**config.mk**
```make
export PLATFORM = sky130hd
export DESIGN_NAME = input_capture_unit
export DESIGN_NICKNAME = d
export VERILOG_FILES = /design/src/input_capture_pkg.sv /design/src/input_capture_unit.sv
export SDC_FILE = /design/constraint.sdc
export NUM_CORES = 1
export LEC_CHECK = 0
export BUFFER_PORTS_ARGS = -buffer_cell sky130_fd_sc_hd__buf_2
export CORE_MARGIN = 2
export CORE_UTILIZATION = 50
export DETAILED_ROUTE_END_ITERATION = 7
export HOLD_SLACK_MARGIN = 0.02
export PLACE_DENSITY = 0.75
export SLEW_MARGIN = 20
export SYNTH_ARGS = -nofsm -noshare
export SYNTH_HDL_FRONTEND = slang
export SYNTH_SLANG_ARGS = --single-unit
```
**constraint.sdc**
```tcl
create_clock -name pclk -period 8.7 [get_ports pclk]
set_input_delay 0.87 -clock pclk [delete_from_list [all_inputs] [get_ports pclk]]
set_output_delay 0.87 -clock pclk [all_outputs]
set_load 0.01 [all_outputs]
```
**src/input_capture_pkg.sv**
```systemverilog
package input_capture_pkg;

    // register byte addresses
    localparam logic [7:0] ADDR_CONTROL_ONE = 8'h00;
    localparam logic [7:0] ADDR_CONTROL_TWO = 8'h04;
    localparam logic [7:0] ADDR_BUFFER = 8'h08;

    localparam logic [15:0] CONTROL_ONE_RESET = 16'h0000;
    localparam logic [15:0] CONTROL_TWO_RESET = 16'h0000;
    localparam logic [15:0] CONTROL_ONE_WMASK = 16'h3C67;
    localparam logic [15:0] CONTROL_TWO_WMASK = 16'h01DF;

    // capture mode codes
    localparam logic [2:0] MODE_OFF = 3'h0;
    localparam logic [2:0] MODE_EVERY_EDGE = 3'h1;
    localparam logic [2:0] MODE_FALLING = 3'h2;
    localparam logic [2:0] MODE_RISING = 3'h3;
    localparam logic [2:0] MODE_RISE_DIV4 = 3'h4;
    localparam logic [2:0] MODE_RISE_DIV16 = 3'h5;
    localparam logic [2:0] MODE_UNUSED = 3'h6;
    localparam logic [2:0] MODE_WAKE_PIN = 3'h7;

    // time base codes
    localparam logic [2:0] TB_LAST_TIMER = 3'h4;
    localparam logic [2:0] TB_SYSTEM_CLOCK = 3'h7;

    localparam logic [4:0] SYNC_NONE = 5'h00;
    localparam logic [3:0] PRESCALE_DIV4_LAST = 4'h3;
    localparam logic [3:0] PRESCALE_DIV16_LAST = 4'hF;

    typedef struct packed {
        logic [1:0] unused_hi;
        logic idle_stop;
        logic [2:0] time_base_select;
        logic [2:0] unused_mid;
        logic [1:0] captures_per_interrupt;
        logic buffer_overflow_flag;
        logic buffer_not_empty;
        logic [2:0] capture_mode_select;
    } control_one_t;

    typedef struct packed {
        logic [6:0] unused_hi;
        logic cascade_enable;
        logic trigger_mode_select;
        logic trigger_run_status;
        logic unused_5;
        logic [4:0] sync_source_select;
    } control_two_t;

    typedef enum logic [1:0] {
        OP_FREE,
        OP_SYNC,
        OP_TRIGGER,
        OP_SOFT_TRIGGER
    } op_mode_t;

endpackage

```
**src/input_capture_unit.sv**
```systemverilog
// The register addresses and register access over APB are this design's own decisions.
`timescale 1ns/1ps

module input_capture_unit #(
    parameter int COUNTER_WIDTH = 16,
    parameter int FIFO_DEPTH = 4,
    parameter bit EVEN_MODULE = 1'b0
) (
    // clock, reset, enable
    input wire logic pclk,
    input wire logic presetn,
    input wire logic clk_en,
    // apb slave
    input wire logic psel,
    input wire logic penable,
    input wire logic pwrite,
    input wire logic [7:0] paddr,
    input wire logic [31:0] pwdata,
    output logic [31:0] prdata,
    output logic pready,
    output logic pslverr,
    // capture pin and time bases
    input wire logic capture_input_pin,
    input wire logic [4:0] timer_tick,
    // sync and trigger sources
    input wire logic [31:0] sync_event,
    input wire logic [31:0] sync_source_on,
    // processor power state
    input wire logic cpu_idle,
    input wire logic cpu_sleep,
    // cascade partner
    input wire logic carry_in,
    input wire logic partner_capture,
    input wire logic partner_run,
    output logic carry_out,
    output logic capture_strobe,
    output logic run_out,
    // interrupt
    output logic capture_irq
);

    localparam int PTR_W = $clog2(FIFO_DEPTH);
    localparam int CNT_W = $clog2(FIFO_DEPTH + 1);
    localparam logic [CNT_W-1:0] FULL_COUNT = CNT_W'(FIFO_DEPTH);
    localparam logic [COUNTER_WIDTH-1:0] ALL_ONES = '1;

    input_capture_pkg::control_one_t control_one;
    input_capture_pkg::control_two_t control_two;
    input_capture_pkg::op_mode_t op_mode;
    logic [COUNTER_WIDTH-1:0] capture_counter;
    logic [COUNTER_WIDTH-1:0] fifo_mem [FIFO_DEPTH];
    logic [PTR_W-1:0] wr_ptr;
    logic [PTR_W-1:0] rd_ptr;
    logic [CNT_W-1:0] fill;
    logic overflow;
    logic pin_meta;
    logic pin_sync;
    logic pin_prev;
    logic [3:0] prescale;
    logic [1:0] event_count;
    logic rise;
    logic fall;
    logic cascade_even;
    logic trig_eff;
    logic sel_sync;
    logic tick;
    logic inc;
    logic gate;
    logic halted;
    logic active;
    logic edge_hit;
    logic capture_now;
    logic push;
    logic pop;
    logic apb_setup;
    logic apb_write;
    logic mapped;

    // time base tick for the selected code
    function automatic logic base_tick(input logic [2:0] sel, input logic [4:0] ticks);
        logic t;
        t = 1'b0;
        if (sel == input_capture_pkg::TB_SYSTEM_CLOCK)
        begin
            t = 1'b1;
        end
        else if (sel <= input_capture_pkg::TB_LAST_TIMER)
        begin
            t = ticks[sel];
        end
        return t;
    endfunction

    // pin synchroniser, first flop read only by second
    always_ff @(posedge pclk or negedge presetn)
    begin
        if (!presetn)
        begin
            pin_meta <= 1'b0;
            pin_sync <= 1'b0;
            pin_prev <= 1'b0;
        end
        else if (clk_en)
        begin
            pin_meta <= capture_input_pin;
            pin_sync <= pin_meta;
            pin_prev <= pin_sync;
        end
    end

    assign rise = pin_sync & ~pin_prev;
    assign fall = ~pin_sync & pin_prev;

    // operating mode
    assign cascade_even = EVEN_MODULE && control_two.cascade_enable;
    assign trig_eff = control_two.trigger_mode_select && !cascade_even;
    always_comb
    begin
        if (control_two.sync_source_select == input_capture_pkg::SYNC_NONE)
        begin
            op_mode = trig_eff ? input_capture_pkg::OP_SOFT_TRIGGER
                               : input_capture_pkg::OP_FREE;
        end
        else
        begin
            op_mode = trig_eff ? input_capture_pkg::OP_TRIGGER
                               : input_capture_pkg::OP_SYNC;
        end
    end

    assign sel_sync = (control_two.sync_source_select != input_capture_pkg::SYNC_NONE)
                      && sync_event[control_two.sync_source_select];
    assign tick = base_tick(control_one.time_base_select, timer_tick);
    assign inc = cascade_even ? carry_in : tick;
    assign halted = control_one.idle_stop && cpu_idle;
    assign active = (control_one.capture_mode_select != input_capture_pkg::MODE_OFF)
                    && (control_one.capture_mode_select != input_capture_pkg::MODE_UNUSED)
                    && (control_one.capture_mode_select != input_capture_pkg::MODE_WAKE_PIN)
                    && !halted;

    // counter allowed to run
    always_comb
    begin
        gate = 1'b1;
        case (op_mode)
            input_capture_pkg::OP_TRIGGER, input_capture_pkg::OP_SOFT_TRIGGER:
                gate = control_two.trigger_run_status;
            input_capture_pkg::OP_SYNC:
                gate = !(control_two.cascade_enable
                         && !sync_source_on[control_two.sync_source_select]);
            default:
                gate = 1'b1;
        endcase
        if (cascade_even)
        begin
            gate = gate && partner_run;
        end
    end

    assign carry_out = gate && active && inc && (capture_counter == ALL_ONES);
    assign run_out = gate && active;

    // private counter
    always_ff @(posedge pclk or negedge presetn)
    begin
        if (!presetn)
        begin
            capture_counter <= '0;
        end
        else if (clk_en)
        begin
            if (!gate)
            begin
                capture_counter <= '0;
            end
            else if (op_mode == input_capture_pkg::OP_SYNC && sel_sync)
            begin
                capture_counter <= '0;
            end
            else if (active && inc)
            begin
                capture_counter <= capture_counter + 1'b1;
            end
        end
    end

    // edge selection and prescaler
    always_comb
    begin
        edge_hit = 1'b0;
        case (control_one.capture_mode_select)
            input_capture_pkg::MODE_EVERY_EDGE:
                edge_hit = rise | fall;
            input_capture_pkg::MODE_FALLING:
                edge_hit = fall;
            input_capture_pkg::MODE_RISING:
                edge_hit = rise;
            input_capture_pkg::MODE_RISE_DIV4:
                edge_hit = rise && prescale == input_capture_pkg::PRESCALE_DIV4_LAST;
            input_capture_pkg::MODE_RISE_DIV16:
                edge_hit = rise && prescale == input_capture_pkg::PRESCALE_DIV16_LAST;
            default:
                edge_hit = 1'b0;
        endcase
    end

    always_ff @(posedge pclk or negedge presetn)
    begin
        if (!presetn)
        begin
            prescale <= 4'h0;
        end
        else if (clk_en)
        begin
            if (!active)
            begin
                prescale <= 4'h0;
            end
            else if (rise)
            begin
                prescale <= edge_hit ? 4'h0 : prescale + 4'h1;
            end
        end
    end

    assign capture_now = (cascade_even ? partner_capture : edge_hit) && active && gate;
    assign capture_strobe = capture_now;

    // apb decode
    assign apb_setup = psel && !penable;
    assign apb_write = psel && penable && pwrite && clk_en;
    assign pready = clk_en;
    assign mapped = (paddr == input_capture_pkg::ADDR_CONTROL_ONE)
                    || (paddr == input_capture_pkg::ADDR_CONTROL_TWO)
                    || (paddr == input_capture_pkg::ADDR_BUFFER);
    assign pslverr = psel && penable && !mapped;
    assign push = capture_now && (fill != FULL_COUNT);
    assign pop = psel && penable && !pwrite && clk_en
                 && paddr == input_capture_pkg::ADDR_BUFFER && fill != '0;

    // capture FIFO
    always_ff @(posedge pclk)
    begin
        if (clk_en && push)
        begin
            fifo_mem[wr_ptr] <= capture_counter;
        end
    end

    always_ff @(posedge pclk or negedge presetn)
    begin
        if (!presetn)
        begin
            wr_ptr <= '0;
            rd_ptr <= '0;
            fill <= '0;
        end
        else if (clk_en)
        begin
            if (push)
            begin
                wr_ptr <= wr_ptr + 1'b1;
            end
            if (pop)
            begin
                rd_ptr <= rd_ptr + 1'b1;
            end
            if (push && !pop)
            begin
                fill <= fill + 1'b1;
            end
            else if (pop && !push)
            begin
                fill <= fill - 1'b1;
            end
        end
    end

    // overflow flag, cleared only by turning the module off
    always_ff @(posedge pclk or negedge presetn)
    begin
        if (!presetn)
        begin
            overflow <= 1'b0;
        end
        else if (clk_en)
        begin
            if (capture_now && fill == FULL_COUNT)
            begin
                overflow <= 1'b1;
            end
            else if (control_one.capture_mode_select == input_capture_pkg::MODE_OFF)
            begin
                overflow <= 1'b0;
            end
        end
    end

    // interrupt decimation and wake pin
    always_ff @(posedge pclk or negedge presetn)
    begin
        if (!presetn)
        begin
            event_count <= 2'h0;
            capture_irq <= 1'b0;
        end
        else if (clk_en)
        begin
            capture_irq <= 1'b0;
            if (control_one.capture_mode_select == input_capture_pkg::MODE_WAKE_PIN)
            begin
                event_count <= 2'h0;
                capture_irq <= rise && (cpu_sleep || cpu_idle);
            end
            else if (!active)
            begin
                event_count <= 2'h0;
            end
            else if (capture_now)
            begin
                if (control_one.capture_mode_select == input_capture_pkg::MODE_EVERY_EDGE
                    || event_count == control_one.captures_per_interrupt)
                begin
                    event_count <= 2'h0;
                    capture_irq <= 1'b1;
                end
                else
                begin
                    event_count <= event_count + 2'h1;
                end
            end
        end
    end

    // control registers
    always_ff @(posedge pclk or negedge presetn)
    begin
        if (!presetn)
        begin
            control_one <= input_capture_pkg::CONTROL_ONE_RESET;
        end
        else if (apb_write && paddr == input_capture_pkg::ADDR_CONTROL_ONE)
        begin
            control_one <= pwdata[15:0] & input_capture_pkg::CONTROL_ONE_WMASK;
        end
    end

    always_ff @(posedge pclk or negedge presetn)
    begin
        if (!presetn)
        begin
            control_two <= input_capture_pkg::CONTROL_TWO_RESET;
        end
        else if (clk_en)
        begin
            if (apb_write && paddr == input_capture_pkg::ADDR_CONTROL_TWO)
            begin
                control_two <= pwdata[15:0] & input_capture_pkg::CONTROL_TWO_WMASK;
            end
            if (op_mode == input_capture_pkg::OP_TRIGGER && sel_sync)
            begin
                control_two.trigger_run_status <= 1'b1;
            end
        end
    end

    // read data, loaded in the setup cycle
    always_ff @(posedge pclk or negedge presetn)
    begin
        if (!presetn)
        begin
            prdata <= 32'h0000_0000;
        end
        else if (clk_en && apb_setup && !pwrite)
        begin
            if (paddr == input_capture_pkg::ADDR_CONTROL_ONE)
            begin
                prdata <= {16'h0000, control_one[15:5], overflow, fill != '0,
                           control_one.capture_mode_select};
            end
            else if (paddr == input_capture_pkg::ADDR_CONTROL_TWO)
            begin
                prdata <= {16'h0000, control_two};
            end
            else if (paddr == input_capture_pkg::ADDR_BUFFER && fill != '0)
            begin
                prdata <= {16'h0000, fifo_mem[rd_ptr]};
            end
            else
            begin
                prdata <= 32'h0000_0000;
            end
        end
    end

    AST_WRAP: assert property (@(posedge pclk) disable iff (!presetn)
        clk_en && gate && active && inc && capture_counter == ALL_ONES
        && !(op_mode == input_capture_pkg::OP_SYNC && sel_sync) |=> capture_counter == '0)
        else $error("counter did not wrap to zero");

    AST_PUSH_VALUE: assert property (@(posedge pclk) disable iff (!presetn)
        clk_en && push |=> fifo_mem[$past(wr_ptr)] == $past(capture_counter))
        else $error("captured value differs from counter");

    AST_SYNC_CLEAR: assert property (@(posedge pclk) disable iff (!presetn)
        clk_en && op_mode == input_capture_pkg::OP_SYNC && sel_sync |=> capture_counter == '0)
        else $error("sync event did not clear counter");

    AST_HELD_CLEAR: assert property (@(posedge pclk) disable iff (!presetn)
        clk_en && !gate |=> capture_counter == '0 ##1 (!clk_en || !$past(gate)
        || $past(capture_counter) <= 1))
        else $error("counter ran while held");

    AST_FULL_DROP: assert property (@(posedge pclk) disable iff (!presetn)
        clk_en && capture_now && fill == FULL_COUNT && !pop
        |=> overflow && fill == FULL_COUNT && $stable(wr_ptr))
        else $error("capture into full FIFO not dropped");

    AST_DRAIN: assert property (@(posedge pclk) disable iff (!presetn)
        fill == 1 && pop && !push |=> fill == '0 ##1 (fill == '0 || $past(push)))
        else $error("FIFO not empty after last read");

    AST_IRQ_EVERY: assert property (@(posedge pclk) disable iff (!presetn)
        clk_en && capture_now && control_one.captures_per_interrupt == 2'h0
        && control_one.capture_mode_select != input_capture_pkg::MODE_WAKE_PIN |=> capture_irq)
        else $error("missing interrupt for capture");

    AST_IDLE_HALT: assert property (@(posedge pclk) disable iff (!presetn)
        halted && control_one.capture_mode_select != input_capture_pkg::MODE_WAKE_PIN
        |-> !push ##1 !capture_irq)
        else $error("capture while halted in idle");

    AST_RESERVED_BASE: assert property (@(posedge pclk) disable iff (!presetn)
        clk_en && !cascade_even && gate && op_mode != input_capture_pkg::OP_SYNC
        && control_one.time_base_select > input_capture_pkg::TB_LAST_TIMER
        && control_one.time_base_select != input_capture_pkg::TB_SYSTEM_CLOCK
        |=> $stable(capture_counter))
        else $error("counter moved on reserved time base");

endmodule

```
==> results of run 1 <==
-- how the worst max path moves through the flow --
stage | slack (ns) | cells after the start | start | to
6_report | 4.79 | 7 | control_two[0] | carry_out
2_1_floorplan | 5.42 | 10 | sync_source_on[15] | fill[1]
3_5_place_dp | 4.95 | 8 | sync_source_on[9] | fifo_mem[0][13]
3_3_place_gp | 5.03 | 8 | sync_source_on[9] | fifo_mem[0][13]
5_1_grt | 4.62 | 7 | control_two[0] | carry_out
4_1_cts | 4.77 | 7 | control_two[0] | carry_out
-- final cells by class --
type                            count  area [µm²]
Tap cell                          176         220
Timing Repair Buffer              122         618
Fill cell                        1042        5270
Clock inverter                     13         111
Inverter                           16        60.1
Sequential cell                   131        3600
Clock buffer                       19         433
Multi-Input combinational cell    371        2770
-- where the power goes --
part	switching [mW]	internal (mW)
Clock	0.265	0.391
Sequential	0.0196	0.669
Combinational	0.0571	0.0463
Total	0.342	1.11
-- cells by family (layout without fill, tap and decap cells) --
logic type | Yosys count | in the layout | synth area share
flip-flops | 131 | 131 | 0.542
AND/OR/NAND/NOR | 169 | 169 | 0.128
AO/OA/AOI/OAI | 103 | 103 | 0.108
other | 1 | 16 | 0.000565
adder cells (fa/ha/maj) | 10 | 10 | 0.0200
buffers and inverters | 60 | 170 | 0.0503
XOR/XNOR | 9 | 9 | 0.0119
multiplexers | 64 | 64 | 0.140
-- through the flow --
step | cell area (µm²) | total power, mW | setup WS, ns
2_1_floorplan | 6700 | 0.756 | 5.42
3_3_place_gp | 7260 | 0.798 | 5.03
3_5_place_dp | 7260 | 0.802 | 4.95
4_1_cts | 7800 | 1.46 | 4.77
5_1_grt | 7810 | 1.50 | 4.62
6_report | 7810 | 1.45 | 4.79
-- cells in the mapped netlist (4+ instances only) --
library cell  number
a21oi_1           19
a221oi_1           9
a22oi_1            5
a31oi_1            4
and2_1             7
and3_1             6
buf_2              6
buf_4             19
buf_6              4
clkbuf_1          12
dfrtp_1           67
edfxtp_1          64
ha_1               9
inv_1             16
mux2_2            20
mux2i_1           23
mux4_2            21
nand2_1           45
nand2b_1           7
nand3_1           13
nand4_1            6
nor2_1            42
nor2b_1           12
nor3_1             8
o21ai_0           27
o31ai_1            9
or3_1              5
or4_1              6
xnor2_1            7
-- per-layer routing --
| metal | up-vias | track usage |
|---|---|---|
| li1 | 2243 | - |
| met1 | 2397 | 0.273 |
| met2 | 163 | 0.388 |
| met3 | 15 | 0.0575 |
| met4 | 0 | 0.0774 |
| met5 | - | 0 |
-- state kept, by name (all words and copies together) (netlist names) --
name / cells
pin_meta: 1
pin_sync: 1
wr_ptr: 2
prescale: 4
event_count: 2
rd_ptr: 2
control_two: 7
trig_eff: 1
fill: 3
capture_irq: 1
pin_prev: 1
control_one: 9
overflow: 1
fifo_mem: 64
capture_counter: 16
prdata: 16
-- worst reg2reg max path, cell delays in order, from the launching register on --
cell and delay (ns):
dfrtp_1 0.80, mux2i_1 0.19, a311oi_1 0.30, a31oi_1 0.17, o2bb2ai_4 0.21, nor3b_2 0.47
and3_1 0.41, and2_1 0.80
==> metrics.yaml, run 1 <==
critical_path:
  path_class: "register to output port"
  path_delay_family: "flip-flops"
  r2r-end: "fifo_mem[0][8]"
  slowest_stage: "dfrtp_1"
  cpPeakStageDelay_ns: 0.80
  ff2ff_path_depth: 7
  path_buf_inv: 1
  cp_data_required_time_ns: 7.83
  cp-end-kind: "output port"
  reg2reg_setup_slack_ns: 4.97
  cp_max_fo: 18
  crit_path_cell_trace: "mux4_2 -> nand2b_1 -> a221o_1 -> o2bb2ai_4 -> nor2_1 -> and3_1 -> buf_2"
  reg2reg_from: "control_two[2]"
  crit_arrival_ns: 3.04
  cp-start-kind: "register"
hold_path:
  hp-class: "register to register"
  holdPathEnd: "prdata[9]"
  min-delay-start: "prdata[9]"
  min_path_cells: 2
drt:
  drt_iter0_drc: 382
  ant_nets: 0
  wl_per_cell_um: 18.0
  via_per_inst: 5.68
  num_vias: 4818
  routed.top_layer: "met4"
  m1WireLength_um: 6190
  dr.pass1.iters: 5
  met3WireLength_um: 908
  wirelength_um: 15300
  dr_wl_met2_um: 7950
  drc: 0
timing:
  maxSlewViolCount: 0
  fin_setup_tns_ns: 0
  rsz0062_at_grt: "no"
  tightest_slew_ns: 0.978
  fin_skew_ns: 0.0111
  relSlewSlack: 0.343
  period_share: 0.449
  max_freq_ghz: 0.256
  fin_hold_ws_ns: 0.465
  layout_min_cycle_time_ns: 3.91
  finalHoldViolations: 0
  setup_viol: 0
die:
  die_width_um: 119
  ios: 159
  rows: 42
  core_um2: 13100
  die_h_um: 119
  die-area_um2: 14200
  start_util: 0.507
clocking:
  clock_path_buffers: 2
  clkLatencyLatePin_ns: 0.42
  post-cts-setup-buffers: 0
  cts_hold_buf: 0
  path_clk_slew_ns: 0.06
  clkSinkCount: 131
  tritoncts: "done"
  htreeDepth: 4
  ctsResizeCount: 0
  cts_buffers: 17
  root_buffer: "clkbuf_16"
synthesis:
  syn-cell-area_um2: 6640
  synth_top_area_cell: "edfxtp_1"
  ys_ff_latch: 131
  synth-edff-count: 64
  ys_seq_area_frac: 0.542
  ys.flop_type: "dfrtp_1"
  synth_area_leaders: "edfxtp_1 29%, dfrtp_1 25%, mux4_2 7.1%"
  synth_top_area_frac: 0.289
  ys_warn_count: 0
  avgSynthCellArea_um2: 12.1
  synth.distinct_cells: 62
  async_flop_share: 0.511
  syn_inst: 547
power:
  max-vdd-ir-drop_v: 0.000143
  p_leak_nw: 3.25
  powerDensity_nw_per_um2: 185
layout:
  final_cell_mix: "119 x buf_2, 66 x dfrtp_1, 64 x edfxtp_1"
  fin_cells: 848
  drive_gt1_frac: 0.298
  area_growth_pct: 17.7
  layout_commonest_cell: "buf_2"
  fin_util: 0.597
  diodes: 0
  finalNetCount: 790
placed_design:
  dp_hpwl_um: 10400
  placedCellCount: 816
  portBuffers: 119
  finalWeightedCongestion: 0.838
job:
  cap_viol_max_count: 0
grt:
  overflow: 0
  grt_pass1_vias: 4950
  grt_pass1_wl_um: 24500
  antenna_found_initial: 0
  grt_usage: 0.224
  grt_max_degree: 68
outcome:
  status: "complete, no violations"
No activity file was read; power rests on OpenSTA's default activity.
==> run 2: changes to the inputs <==
--- a/config.mk
+++ b/config.mk
@@ -7,10 +7,10 @@
 export LEC_CHECK = 0
 export BUFFER_PORTS_ARGS = -buffer_cell sky130_fd_sc_hd__buf_2
 export CORE_MARGIN = 2
-export CORE_UTILIZATION = 50
+export CORE_UTILIZATION = 49
 export DETAILED_ROUTE_END_ITERATION = 7
 export HOLD_SLACK_MARGIN = 0.02
-export PLACE_DENSITY = 0.75
+export PLACE_DENSITY = 0.77
 export SLEW_MARGIN = 20
 export SYNTH_ARGS = -nofsm -noshare
 export SYNTH_HDL_FRONTEND = slang
==> constraint.sdc (replaced) <==
create_clock -name pclk -period 3.4 [get_ports pclk]
set_input_delay 0.34 -clock pclk [delete_from_list [all_inputs] [get_ports pclk]]
set_output_delay 0.34 -clock pclk [all_outputs]
set_load 0.01 [all_outputs]
==> run 2 against run 1 <==
Against the previous run: non-clock buffer count up 20; via count up 2.9%; register-to-register slack worse by 4.7 ns; core utilization up 0.99 points; sequential share of layout area down 1.3 points; flip-flop and latch count unchanged; worst hold slack worse by 0.34 ns; die area up 2.0%; clock power rose to 2.7 times the previous value; combinational power rose to 2.7 times the previous value; total power rose to 2.6 times the previous value.
==> metrics.yaml, run 2 (synthesis gave the netlist of run 1 again) <==
clocking:
  cts_buffers: 17
  path_clk_slew_ns: 0.06
  tritoncts: "done"
  clkSinkCount: 131
  clock_path_buffers: 2
  ctsResizeCount: 0
  root_buffer: "clkbuf_16"
  htreeDepth: 4
  post-cts-setup-buffers: 0
  clkLatencyLatePin_ns: 0.42
  cts_hold_buf: 1
critical_path:
  path_class: "register to register"
  slowest_stage: "dfrtp_1"
  critPathLaunch: "control_two[2]"
  cp_data_required_time_ns: 3.70
  cp-end-kind: "register"
  crit_path_cell_trace: "buf_4 -> nor2b_1 -> a221oi_1 -> a221o_1 -> o2bb2ai_4 -> nor3b_2 -> and2_1 -> ha_1 -> inv_1 -> fa_1 -> mux2_2"
  path_delay_family: "compound AO/OA/AOI/OAI gates"
  cp_max_fo: 11
  reg2reg_from: "control_two[2]"
  cp-start-kind: "register"
  crit_arrival_ns: 3.42
  path_buf_inv: 2
  cpPeakStageDelay_ns: 0.59
grt:
  grt_usage: 0.228
  overflow: 0
  grt_pass1_wl_um: 25300
  grt_max_degree: 31
  grt_pass1_vias: 5040
  antenna_found_initial: 0
timing:
  setup_viol: 0
  relSlewSlack: 0.361
  finalHoldViolations: 0
  layout_min_cycle_time_ns: 3.12
  setup_ws_ns: 0.278
  fin_hold_ws_ns: 0.124
  maxSlewViolCount: 0
  rsz0062_at_grt: "no"
  max_freq_ghz: 0.320
  fin_setup_tns_ns: 0
  period_share: 0.918
  tightest_slew_ns: 0.959
  fin_skew_ns: 0.0101
layout:
  fin_util: 0.607
  largest_reg_flops: 64
  diodes: 0
  finalNetCount: 810
  filler_cell_count: 1024
  fin_cells: 868
  regMostFlops: "fifo_mem"
  area_growth_pct: 21.1
  top_regs: "fifo_mem (64), capture_counter (16), prdata (16)"
  layout_commonest_cell: "buf_2"
  final_cell_mix: "119 x buf_2, 67 x dfrtp_1, 64 x edfxtp_1"
  drive_gt1_frac: 0.316
placed_design:
  dp_hpwl_um: 11200
  placedCellCount: 835
  finalWeightedCongestion: 0.811
  pre_cts_ws_ns: 0.307
  portBuffers: 119
drt:
  drt_iter0_drc: 418
  drc: 0
  ant_nets: 0
  dr.pass1.iters: 5
  wl_per_cell_um: 18.0
  num_vias: 4958
  via_per_inst: 5.71
  wirelength_um: 15600
power:
  p_leak_nw: 3.38
  max-vdd-ir-drop_v: 0.000361
  powerDensity_nw_per_um2: 475
die:
  start_util: 0.501
  core_um2: 13200
  die_width_um: 120
  die_h_um: 120
  die-area_um2: 14500
  ios: 159
  rows: 42
hold_path:
  hp-class: "input pin to register"
  min-delay-start: "pwdata[7]"
job:
  cap_viol_max_count: 0
outcome:
  status: "complete, no violations"
## run 2: changes by cell type in the layout (fill, tap and decap cells not counted), sizes merged
cell	change
clkinvlp	-1
buf	+19
dlygate4sd3	+1
bufinv	+1
## run 2: per-stage QoR
step	instance area, µm²	total power [mW]
final	8040	3.82
after global routing	8040	3.94
after CTS	8040	3.83
after detailed placement	7450	2.06
after global placement	7450	2.05
after floorplan	6700	1.93
## run 2: path summary, 6_finish.rpt
path / slack, ns / endpoint / depth (start not counted)
max in group asynchronous: 2.12 / capture_counter[11] / 3
max: 0.28 / fill[1] / 11
min: 0.12 / trig_eff / 3
min reg2reg: 0.47 / prdata[14] / 2
min in group asynchronous: 0.51 / control_two[0] / 2
max reg2reg: 0.28 / fill[1] / 11
## run 2: final cells by class
type                    count  area [µm²]  area share
well taps                 176         220      0.0274
flip-flops and latches    131        3600       0.448
multi-input cells         371        2760       0.344
repair buffers            142         821       0.102
clock inverters            13         134      0.0167
inverters                  16        60.1     0.00747
clock buffers              19         443      0.0551
## run 2: report_power, final
part	total (mW)	switching, mW	internal [mW]
combinational	0.275	0.151	0.125
clock	1.78	0.684	1.09
sequential	1.76	0.0505	1.71
## run 2: routing by layer
layer | global-route usage | vias to the layer above | share of wire
met3 | 0.0642 | 25 | 0.054
met5 | 0 | - | 0
met2 | 0.395 | 173 | 0.53
met1 | 0.278 | 2474 | 0.40
li1 | - | 2286 | -
met4 | 0.0669 | 0 | 0.018
## run 2: worst reg2reg max path: stages (launching register included)
cell       delay, ns
dfrtp_1         0.59
buf_4           0.26
nor2b_1         0.18
a221oi_1        0.09
a221o_1         0.40
o2bb2ai_4       0.29
nor3b_2         0.09
and2_1          0.16
ha_1            0.22
inv_1           0.07
fa_1            0.40
mux2_2          0.27
